==> config.mk <==
export PLATFORM = sky130hd
export DESIGN_NAME = satcap_identify_words
export DESIGN_NICKNAME = d
export VERILOG_FILES = /design/src/hw/satcap_pkg.sv /design/src/hw/satcap_word_port.sv /design/src/hw/satcap_identify_words.sv
export VERILOG_INCLUDE_DIRS = /design/src /design/src/hw
export SDC_FILE = /design/constraint.sdc
export NUM_CORES = 1
export LEC_CHECK = 0
export BUFFER_PORTS_ARGS = -buffer_cell sky130_fd_sc_hd__buf_4
export CAP_MARGIN = 25
export CORE_ASPECT_RATIO = 1.25
export CORE_UTILIZATION = 50
export DETAILED_ROUTE_END_ITERATION = 16
export PLACE_DENSITY = 0.83
export SLEW_MARGIN = 20
export SYNTH_ARGS = -nofsm -noshare
export SYNTH_HDL_FRONTEND = slang
export SYNTH_SLANG_ARGS = --single-unit
==> constraint.sdc <==
create_clock -name mclk -period 3.75 [get_ports mclk]
set_input_delay 0.1875 -clock mclk [delete_from_list [all_inputs] [get_ports mclk]]
set_output_delay 0.1875 -clock mclk [all_outputs]
set_load 0.01 [all_outputs]
==> src/hw/satcap_params.svh <==
// Word indices, bit positions, command codes and reset values of the capability words
`ifndef SATCAP_PARAMS_SVH
`define SATCAP_PARAMS_SVH

`define SATCAP_IDX_CAP 8'h4c
`define SATCAP_IDX_RSVD 8'h4d
`define SATCAP_IDX_SUP 8'h4e
`define SATCAP_IDX_EN 8'h4f

`define SATCAP_BIT_GEN1 1
`define SATCAP_BIT_GEN2 2
`define SATCAP_BIT_HOST_PM 9
`define SATCAP_BIT_PHY_CNT 10
`define SATCAP_FEAT_LSB 1
`define SATCAP_FEAT_MSB 6

`define SATCAP_PRESERVE_IDX 3'h5

`define SATCAP_SF_ENABLE 8'h10
`define SATCAP_SF_DISABLE 8'h90
`define SATCAP_SF_FIRST 8'h01
`define SATCAP_SF_LAST 8'h06

`define SATCAP_WORD_ZERO 16'h0000
`define SATCAP_WORD_ONES 16'hffff
`define SATCAP_EN_RESET 6'h00
`define SATCAP_FEAT_RESET 6'h00

`endif

==> src/hw/satcap_pkg.sv <==
// Types shared by the capability word logic
package satcap_pkg;

  typedef struct packed {
    logic phy_counters;
    logic host_pm;
    logic gen2;
    logic gen1;
    logic [5:0] feat;
  } satcap_caps_t;

  typedef struct packed {
    logic [15:0] cap;
    logic [15:0] rsvd;
    logic [15:0] sup;
    logic [15:0] en;
  } satcap_words_t;

  typedef struct packed {
    logic valid;
    logic [7:0] feature;
    logic [7:0] count;
  } satcap_sf_req_t;

  typedef enum logic [1:0] {
    SATCAP_IDLE = 2'b01,
    SATCAP_REPLY = 2'b10
  } satcap_state_t;

endpackage : satcap_pkg

==> src/hw/satcap_word_port.sv <==
// Registered read port for identify words 76 to 79
`include "satcap_params.svh"

module satcap_word_port (
  // Clock and reset
  input wire logic mclk,
  input wire logic rstn,
  // Read request
  input wire logic rd_en,
  input wire logic [7:0] rd_index,
  input wire satcap_pkg::satcap_words_t words,
  // Registered answer
  output logic [15:0] rd_data,
  output logic rd_valid,
  output logic rd_hit
);

  logic [15:0] next_rd_data;
  logic next_rd_valid;
  logic next_rd_hit;

  always_comb begin
    next_rd_valid = rd_en;
    next_rd_hit = 1'b0;
    next_rd_data = `SATCAP_WORD_ZERO;
    if (rd_en) begin
      next_rd_hit = 1'b1;
      case (rd_index)
        `SATCAP_IDX_CAP: next_rd_data = words.cap;
        `SATCAP_IDX_RSVD: next_rd_data = words.rsvd;
        `SATCAP_IDX_SUP: next_rd_data = words.sup;
        `SATCAP_IDX_EN: next_rd_data = words.en;
        // Other identify words belong to the surrounding identify logic
        default: next_rd_hit = 1'b0;
      endcase
    end
  end

  always_ff @(posedge mclk or negedge rstn) begin
    if (!rstn) begin
      rd_data <= `SATCAP_WORD_ZERO;
      rd_valid <= 1'b0;
      rd_hit <= 1'b0;
    end else begin
      rd_data <= next_rd_data;
      rd_valid <= next_rd_valid;
      rd_hit <= next_rd_hit;
    end
  end

endmodule : satcap_word_port

==> src/hw/satcap_identify_words.sv <==
// Serial ATA capability, supported and enabled identify words with feature control
// Notes on behaviour
// - Word 76 neither all zeros nor ones claims compliance; 77-79 then valid
// - Word 76 bit 0 always zero
// - Word 76 bit 1 for Gen-1, bit 2 for Gen-2; both allowed
// - Word 76 bits 3 to 8 read zero for a packet device
// - Word 76 bit 9 set only with host-initiated Partial/Slumber support
// - Word 76 bit 10 advertises phy event counters and log page 11h
// - Word 76 bits 11 to 15 read zero
// - Word 77 always reads zero
// - Word 78 zero when unimplemented; bit 0 always zero
// - Word 78 bit 1 only with non-zero buffer offset support
// - Word 78 bit 2 only with auto-activate support
// - Word 78 bit 3 only with device-initiated power management
// - Word 78 bit 4 means in-order delivery; defaults to zero
// - Word 78 bit 5 only with asynchronous notification support
// - Word 78 bit 6 means settings survive link reset
// - Word 78 bits 7 to 15 read zero
// - Word 79 bits 1-6 give enabled state; others read zero
// - Supported words fixed; change only on media change
// - Enabled flags default zero; preservation defaults to its support
// - Set features 10h enables, 90h disables, count 01h-06h selects
`include "satcap_params.svh"

module satcap_identify_words (
  // Clock and reset
  input wire logic mclk,
  input wire logic rstn,
  // Device capability straps and media events
  input wire satcap_pkg::satcap_caps_t caps_in,
  input wire logic media_change,
  input wire logic comreset,
  // Set features command
  input wire satcap_pkg::satcap_sf_req_t sf_req,
  output logic sf_done,
  output logic sf_error,
  // Identify word read
  input wire logic id_rd,
  input wire logic [7:0] id_index,
  output logic [15:0] id_data,
  output logic id_valid,
  output logic id_hit,
  // Enabled feature flags for the transport logic, bits 1 to 6
  output logic [5:0] feat_enabled
);

  function automatic logic [15:0] build_cap(input satcap_pkg::satcap_caps_t c);
    logic [15:0] w;
    w = `SATCAP_WORD_ZERO;
    w[`SATCAP_BIT_GEN1] = c.gen1;
    w[`SATCAP_BIT_GEN2] = c.gen2;
    w[`SATCAP_BIT_HOST_PM] = c.host_pm;
    w[`SATCAP_BIT_PHY_CNT] = c.phy_counters;
    return w;
  endfunction : build_cap

  function automatic logic [15:0] build_flags(input logic [5:0] f);
    logic [15:0] w;
    w = `SATCAP_WORD_ZERO;
    w[`SATCAP_FEAT_MSB:`SATCAP_FEAT_LSB] = f;
    return w;
  endfunction : build_flags

  function automatic logic [5:0] default_en(input logic [5:0] sup);
    logic [5:0] e;
    e = `SATCAP_EN_RESET;
    e[`SATCAP_PRESERVE_IDX] = sup[`SATCAP_PRESERVE_IDX];
    return e;
  endfunction : default_en

  function automatic logic sf_legal(input satcap_pkg::satcap_sf_req_t r, input logic [5:0] sup);
    logic [2:0] i;
    i = 3'(r.count - `SATCAP_SF_FIRST);
    return ((r.feature == `SATCAP_SF_ENABLE) || (r.feature == `SATCAP_SF_DISABLE)) &&
           (r.count >= `SATCAP_SF_FIRST) && (r.count <= `SATCAP_SF_LAST) && sup[i];
  endfunction : sf_legal

  // Capability straps, caught on the first clock after reset and on media change
  satcap_pkg::satcap_caps_t caps;
  satcap_pkg::satcap_caps_t next_caps;
  logic loaded;
  logic next_loaded;

  always_comb begin
    next_caps = caps;
    next_loaded = 1'b1;
    if (!loaded || media_change) begin
      next_caps = caps_in;
    end
  end

  always_ff @(posedge mclk or negedge rstn) begin
    if (!rstn) begin
      caps <= '0;
      loaded <= 1'b0;
    end else begin
      caps <= next_caps;
      loaded <= next_loaded;
    end
  end

  // Enabled flags and set features handling
  satcap_pkg::satcap_state_t state;
  satcap_pkg::satcap_state_t next_state;
  logic [5:0] en;
  logic [5:0] next_en;
  logic next_sf_done;
  logic next_sf_error;
  logic [2:0] sf_idx;

  assign sf_idx = 3'(sf_req.count - `SATCAP_SF_FIRST);

  always_comb begin
    next_state = state;
    next_sf_done = 1'b0;
    next_sf_error = 1'b0;
    // Masking by the next supported set drops a flag whose support vanished with the media
    next_en = en;
    case (state)
      satcap_pkg::SATCAP_IDLE: begin
        if (sf_req.valid) begin
          next_state = satcap_pkg::SATCAP_REPLY;
          next_sf_done = 1'b1;
          if (sf_legal(sf_req, caps.feat)) begin
            next_en[sf_idx] = (sf_req.feature == `SATCAP_SF_ENABLE);
          end else begin
            // Unknown codes and unsupported features are aborted, never stored
            next_sf_error = 1'b1;
          end
        end
      end
      satcap_pkg::SATCAP_REPLY: next_state = satcap_pkg::SATCAP_IDLE;
      default: next_state = satcap_pkg::SATCAP_IDLE;
    endcase
    // Link reset returns every flag to its default even with preservation on,
    // since only the settings the flags guard are preserved, not the flags
    if (comreset || !loaded) begin
      next_en = default_en(next_caps.feat);
    end
    next_en = next_en & next_caps.feat;
  end

  always_ff @(posedge mclk or negedge rstn) begin
    if (!rstn) begin
      state <= satcap_pkg::SATCAP_IDLE;
      en <= `SATCAP_EN_RESET;
      sf_done <= 1'b0;
      sf_error <= 1'b0;
    end else begin
      state <= next_state;
      en <= next_en;
      sf_done <= next_sf_done;
      sf_error <= next_sf_error;
    end
  end

  assign feat_enabled = en;

  // Word images and their read port
  satcap_pkg::satcap_words_t words;

  always_comb begin
    words.cap = build_cap(caps);
    words.rsvd = `SATCAP_WORD_ZERO;
    words.sup = build_flags(caps.feat);
    words.en = build_flags(en);
  end

  satcap_word_port u_port (
    .mclk(mclk),
    .rstn(rstn),
    .rd_en(id_rd),
    .rd_index(id_index),
    .words(words),
    .rd_data(id_data),
    .rd_valid(id_valid),
    .rd_hit(id_hit)
  );

  // Checks
  a_cap_bit0_zero: assert property (@(posedge mclk) disable iff (!rstn)
    id_rd && id_index == `SATCAP_IDX_CAP |=> id_valid && id_hit && !id_data[0])
    else $error("word 76 bit 0 set");

  a_cap_resv_zero: assert property (@(posedge mclk) disable iff (!rstn)
    id_rd && id_index == `SATCAP_IDX_CAP |=> id_data[8:3] == 6'h00 && id_data[15:11] == 5'h00)
    else $error("word 76 reserved bits set");

  a_cap_not_ones: assert property (@(posedge mclk) disable iff (!rstn)
    id_rd && id_index == `SATCAP_IDX_CAP |=> id_data != `SATCAP_WORD_ONES &&
      id_data[2:1] == {$past(caps.gen2), $past(caps.gen1)})
    else $error("word 76 content wrong");

  a_rsvd_zero: assert property (@(posedge mclk) disable iff (!rstn)
    id_rd && id_index == `SATCAP_IDX_RSVD |=> id_valid && id_data == `SATCAP_WORD_ZERO)
    else $error("word 77 not zero");

  a_sup_layout: assert property (@(posedge mclk) disable iff (!rstn)
    id_rd && id_index == `SATCAP_IDX_SUP |=>
      id_data == {9'h000, $past(caps.feat), 1'b0})
    else $error("word 78 content wrong");

  a_en_within_sup: assert property (@(posedge mclk) disable iff (!rstn)
    (feat_enabled & ~caps.feat) == 6'h00)
    else $error("enabled flag without support");

  a_comreset_dflt: assert property (@(posedge mclk) disable iff (!rstn)
    comreset && !media_change |=> feat_enabled == default_en($past(caps.feat)))
    else $error("flags not at default after link reset");

  a_sf_enable: assert property (@(posedge mclk) disable iff (!rstn)
    state == satcap_pkg::SATCAP_IDLE && sf_req.valid && !comreset && !media_change &&
      sf_legal(sf_req, caps.feat) |=> sf_done && !sf_error &&
      en[$past(sf_idx)] == ($past(sf_req.feature) == `SATCAP_SF_ENABLE) ##1 !sf_done)
    else $error("set features not applied");

  a_sf_reject: assert property (@(posedge mclk) disable iff (!rstn)
    state == satcap_pkg::SATCAP_IDLE && sf_req.valid && !sf_legal(sf_req, caps.feat) &&
      !comreset && !media_change |=> sf_done && sf_error && $stable(en))
    else $error("bad set features not rejected");

  a_caps_fixed: assert property (@(posedge mclk) disable iff (!rstn)
    loaded && !media_change |=> $stable(caps))
    else $error("capabilities changed without media change");

  a_en_layout: assert property (@(posedge mclk) disable iff (!rstn)
    id_rd && id_index == `SATCAP_IDX_EN |=>
      id_valid && id_hit && id_data == {9'h000, $past(en), 1'b0})
    else $error("word 79 content wrong");

  a_sup_hit: assert property (@(posedge mclk) disable iff (!rstn)
    id_rd && id_index == `SATCAP_IDX_SUP |=> id_valid && id_hit && !id_data[0])
    else $error("word 78 bit 0 set");

  a_cap_gen_bits: assert property (@(posedge mclk) disable iff (!rstn)
    id_rd && id_index == `SATCAP_IDX_CAP |=>
      id_data[`SATCAP_BIT_GEN1] == $past(caps.gen1) &&
      id_data[`SATCAP_BIT_GEN2] == $past(caps.gen2))
    else $error("word 76 signaling bits wrong");

  a_cap_pm_bit: assert property (@(posedge mclk) disable iff (!rstn)
    id_rd && id_index == `SATCAP_IDX_CAP |=>
      id_data[`SATCAP_BIT_HOST_PM] == $past(caps.host_pm))
    else $error("word 76 bit 9 wrong");

  a_cap_phy_bit: assert property (@(posedge mclk) disable iff (!rstn)
    id_rd && id_index == `SATCAP_IDX_CAP |=>
      id_data[`SATCAP_BIT_PHY_CNT] == $past(caps.phy_counters))
    else $error("word 76 bit 10 wrong");

  a_cap_top_zero: assert property (@(posedge mclk) disable iff (!rstn)
    id_rd && id_index == `SATCAP_IDX_CAP |=> id_data[15:11] == 5'h00)
    else $error("word 76 bits 11 to 15 set");

  a_load_default: assert property (@(posedge mclk) disable iff (!rstn)
    !loaded |=> feat_enabled == default_en($past(caps_in.feat)))
    else $error("flags not at default after reset");

  a_pres_default: assert property (@(posedge mclk) disable iff (!rstn)
    comreset && loaded && !media_change |=>
      feat_enabled[`SATCAP_PRESERVE_IDX] == $past(caps.feat[`SATCAP_PRESERVE_IDX]))
    else $error("preservation flag not at default");

  a_order_default: assert property (@(posedge mclk) disable iff (!rstn)
    comreset || !loaded |=> !feat_enabled[3])
    else $error("in-order delivery enabled by default");

  a_media_capture: assert property (@(posedge mclk) disable iff (!rstn)
    media_change |=> caps == $past(caps_in))
    else $error("straps not taken on media change");

  a_media_mask: assert property (@(posedge mclk) disable iff (!rstn)
    media_change && loaded && !comreset && !sf_req.valid |=>
      feat_enabled == ($past(en) & $past(caps_in.feat)))
    else $error("flags not masked to new support");

  a_reply_refuse: assert property (@(posedge mclk) disable iff (!rstn)
    state == satcap_pkg::SATCAP_REPLY |=> !sf_done && !sf_error)
    else $error("command answered in reply state");

  a_reply_hold: assert property (@(posedge mclk) disable iff (!rstn)
    state == satcap_pkg::SATCAP_REPLY && !comreset && !media_change |=> $stable(en))
    else $error("flags moved in reply state");

  a_error_done: assert property (@(posedge mclk) disable iff (!rstn)
    sf_error |-> sf_done)
    else $error("abort without done");

  a_done_pulse: assert property (@(posedge mclk) disable iff (!rstn)
    sf_done |=> !sf_done)
    else $error("done wider than one cycle");

  a_state_onehot: assert property (@(posedge mclk) disable iff (!rstn)
    $onehot(state))
    else $error("command state not one-hot");

  a_words_valid: assert property (@(posedge mclk) disable iff (!rstn)
    caps.gen1 || caps.gen2 |-> words.cap != `SATCAP_WORD_ZERO && words.cap != `SATCAP_WORD_ONES)
    else $error("word 76 not compliant");

endmodule : satcap_identify_words

==> impl_metrics.csv <==
group,metric,value,unit
synthesis,synth_top_area_share,48.9,%
placement,place_area,0.00195,sq mm
grt,antenna_found_initial,0,
critical_path,r2r_cells,6,
synthesis,synth_cells,136,
synthesis,yosysTopAreaCell,"dfrtp_1",
sta,fin_crit_sh,50.6,%
cts,cts_resized,0,
cts,clock_path_buffers,2,
drt,drcViolationCount,0,
sta,whs,75.3,ps
drt,drtIter0Drc,38,
placement,port_buffers,57,
min_path,min_path_cells,2,
grt,grt_overflow,0,
final_layout,drive_gt1_share,41.9,%
cts,clk_latency,340,ps
sta,fmax,527,MHz
drt,final_antenna_net_count,0,
power,peakVddDrop,0.000283,V
final_layout,final_util,69.6,%
cts,cts.htree.levels,2,
grt,grt_max_degree,32,
drt,wl,3.28,mm
synthesis,synth.avg_cell_area,11.3,sq um
synthesis,syn_area,0.00154,sq mm
synthesis,synth-compound-area-share,4.64,%
sta,worst_pin_slew,803,ps
floorplanning,dieArea,0.00330,sq mm
critical_path,critPathMaxFanout,6,
cts,post_cts_buffers,0,
drt,num_vias,1246,
cts,clk_pin_slew,100,ps
drt,dr.pass1.iters,4,
power,powerDensity,329,mW/mm^2
synthesis,synth-seq-cells,31,
sta,fin_crit,1900,ps
synthesis,synth_top_family_by_area,"simple AND/OR/NAND/NOR gates",
sta,slew_headroom,45.7,%
sta,tns,0,ps
synthesis,synth_mux_area_share,16.9,%
floorplanning,core,0.00292,sq mm
power,total_leakage_power,0.994,nW
drt,via_per_inst,5.32,
placement,gp_congestion,0.914,
grt,grt_pass1_wl,5.09,mm
floorplanning,pin_count,66,
synthesis,synth_xor_area_share,1.14,%
critical_path,worstPathArrival,2120,ps
cts,cts_tree,"yes",
final_layout,stdcell_area,0.00203,sq mm
critical_path,required,3970,ps
min_path,hold_class,"input pin to register",
critical_path,cp_cell_sequence,"buf_4 > inv_1 > ha_1 > and3b_2 > or4_1 > nor4_1 > mux2i_1 > a21boi_1",
synthesis,synth-seq-area-share,50.6,%
cts,clockRootBuffer,"clkbuf_4",
final_layout,fin_nets,240,
floorplanning,rows,22,
synthesis,synth.distinct_cells,36,
critical_path,cpMaxStageDelayCell,"or4_1",
critical_path,startpoint_type,"input pin",
grt,grt_usage,21.3,%
sta,finalSetupViolCount,0,
cts,numCtsBuffers,5,
sta,worst_slack,1850,ps
final_layout,synthToLayoutAreaGrowth,32.2,%
floorplanning,initial_core_util,52.7,%
synthesis,synthSimpleGateAreaFrac,17.2,%
synthesis,synth_fa_ha_area_share,2.44,%
final_layout,antenna_cells,0,
critical_path,worstSetupPathType,"input pin to register",
sta,finClkSkew,15.5,ps
flow_run,cap_viol_max_count,0,
synthesis,yosys_warnings,0,
floorplanning,die_h,64.0,microns
sta,slew_violations,0,
drt,wire_per_inst,14.0,microns
run_status,outcome,"completed",
synthesis,synth.area.top_cells,"dfrtp_1 49%, mux2_2 11%, mux2i_1 5.9%, buf_4 3.9%, nand2_1 2.9%",
cts,cts_hold_buf,2,
critical_path,endpoint_kind,"register",
placement,pre_cts_ws,1500,ps
sta,final_hold_viol_count,0,
cts,clock_sinks,31,
grt,grt_pass1_vias,1214,
critical_path,worst_path_largest_cell_delay,650,ps
floorplanning,die_width,51.6,microns
sta,rsz0062_at_grt,"no",
placement,dp_hpwl,2.43,mm
final_layout,fillers,221,
## cell usage in the layout (no fill, tap or decap), types with 2 or more instances in the layout
cell / netlist / final
mux2i_1: 9 / 9
buf_4: 8 / 57
nor2b_1: 2 / 2
nand3b_1: 2 / 2
nor2_1: 11 / 11
and3_1: 2 / 2
conb_1: 2 / 9
nand2_1: 12 / 12
dlygate4sd3_1: 0 / 2
a21oi_1: 2 / 2
dfrtp_1: 30 / 30
nor4_1: 6 / 6
a22oi_1: 2 / 2
or4_1: 2 / 2
ha_1: 3 / 3
inv_1: 5 / 5
clkbuf_4: 0 / 5
nand3_1: 3 / 3
mux2_2: 15 / 15
## layout make-up
class                   instances  area, sq um  area share [%]
flip-flops and latches         31          777            38.2
multi-input cells              95          683            33.6
repair buffers                 59          448            22.0
clock buffers                   7         55.1            2.71
well taps                      36         45.0            2.22
inverters                       5         18.8           0.924
clock inverters                 1         5.00           0.246
## cell usage after synthesis
cell type,number
and3_1,2
nor4_1,6
nor3_1,1
buf_2,1
clkbuf_1,2
dfstp_2,1
dfrtp_1,30
nor3b_1,1
nand4b_1,1
a22oi_1,2
ha_1,3
o21a_1,1
o311ai_4,1
nor2b_1,2
nand3b_1,2
and2b_2,1
conb_1,2
or4_1,2
a21oi_1,2
nand2_1,12
buf_6,1
and4_1,1
xor2_1,1
and2_1,1
xnor2_1,1
inv_1,5
buf_4,8
and3b_2,1
nand2b_1,1
mux2i_1,9
a21boi_1,1
nor4b_1,1
o21ai_0,1
mux2_2,15
nand3_1,3
nor2_1,11
## critical path, delay by kind of cell
kind / cells / cell delay [ps]
compound gates: 1 / 80
buf+inv: 2 / 230
fa+ha+maj: 1 / 140
simple gates: 3 / 1240
mux: 1 / 240
## report_power, final
part / internal (W) / switching (W) / total [W]
registers: 0.000350 / 0.0000101 / 0.000361
logic: 0.0000578 / 0.0000499 / 0.000108
clock network: 0.0000906 / 0.000109 / 0.000200
## per-layer routing
layer	GRT usage, %	part of all wire, %	up-vias
met3	7.14	7.1	5
met4	9.12	1.2	0
li1	-	-	584
met5	0	0	-
met1	24.2	40	596
met2	35.9	51	61
## through the flow
stage | std cells | power, W
5_1_grt | 234 | 0.000699
2_1_floorplan | 143 | 0.000424
6_report | 234 | 0.000668
3_3_place_gp | 224 | 0.000469
4_1_cts | 234 | 0.000672
3_5_place_dp | 224 | 0.000473
## worst paths after layout
| kind | endpoint | startpoint | slack, ps |
|---|---|---|---|
| setup / recovery | feat_enabled[5]$_DFF_PN0_ | sf_req[0] | 1850 |
| hold / removal | caps[7]$_DFFE_PN0N_ | caps_in[7] | 80 |
| setup reg to reg | feat_enabled[4]$_DFF_PN0_ | state[0]$_DFFE_PN1P_ | 2070 |
| hold reg to reg | caps[9]$_DFFE_PN0N_ | caps[9]$_DFFE_PN0N_ | 510 |
| max in group asynchronous | state[0]$_DFFE_PN1P_ | rstn | 3110 |
| min in group asynchronous | u_port.rd_data[3]$_DFF_PN0_ | rstn | 310 |
## flip-flops by register name, summed over array words and instances, names as in the netlist
register,cells
u_port.rd_valid,1
sf_done,1
feat_enabled,6
u_port.rd_data,8
caps,10
state,2
u_port.rd_hit,1
loaded,1
sf_error,1
## cell families (layout without fill, tap and decap cells)
| family | Yosys count | after routing |
|---|---|---|
| compound gates | 8 | 8 |
| xor+xnor | 2 | 2 |
| fa+ha+maj | 3 | 3 |
| buf+inv | 17 | 72 |
| flops | 31 | 31 |
| mux | 24 | 24 |
| other cells | 2 | 9 |
| simple gates | 49 | 49 |
Power figures use the tool's default switching activity.
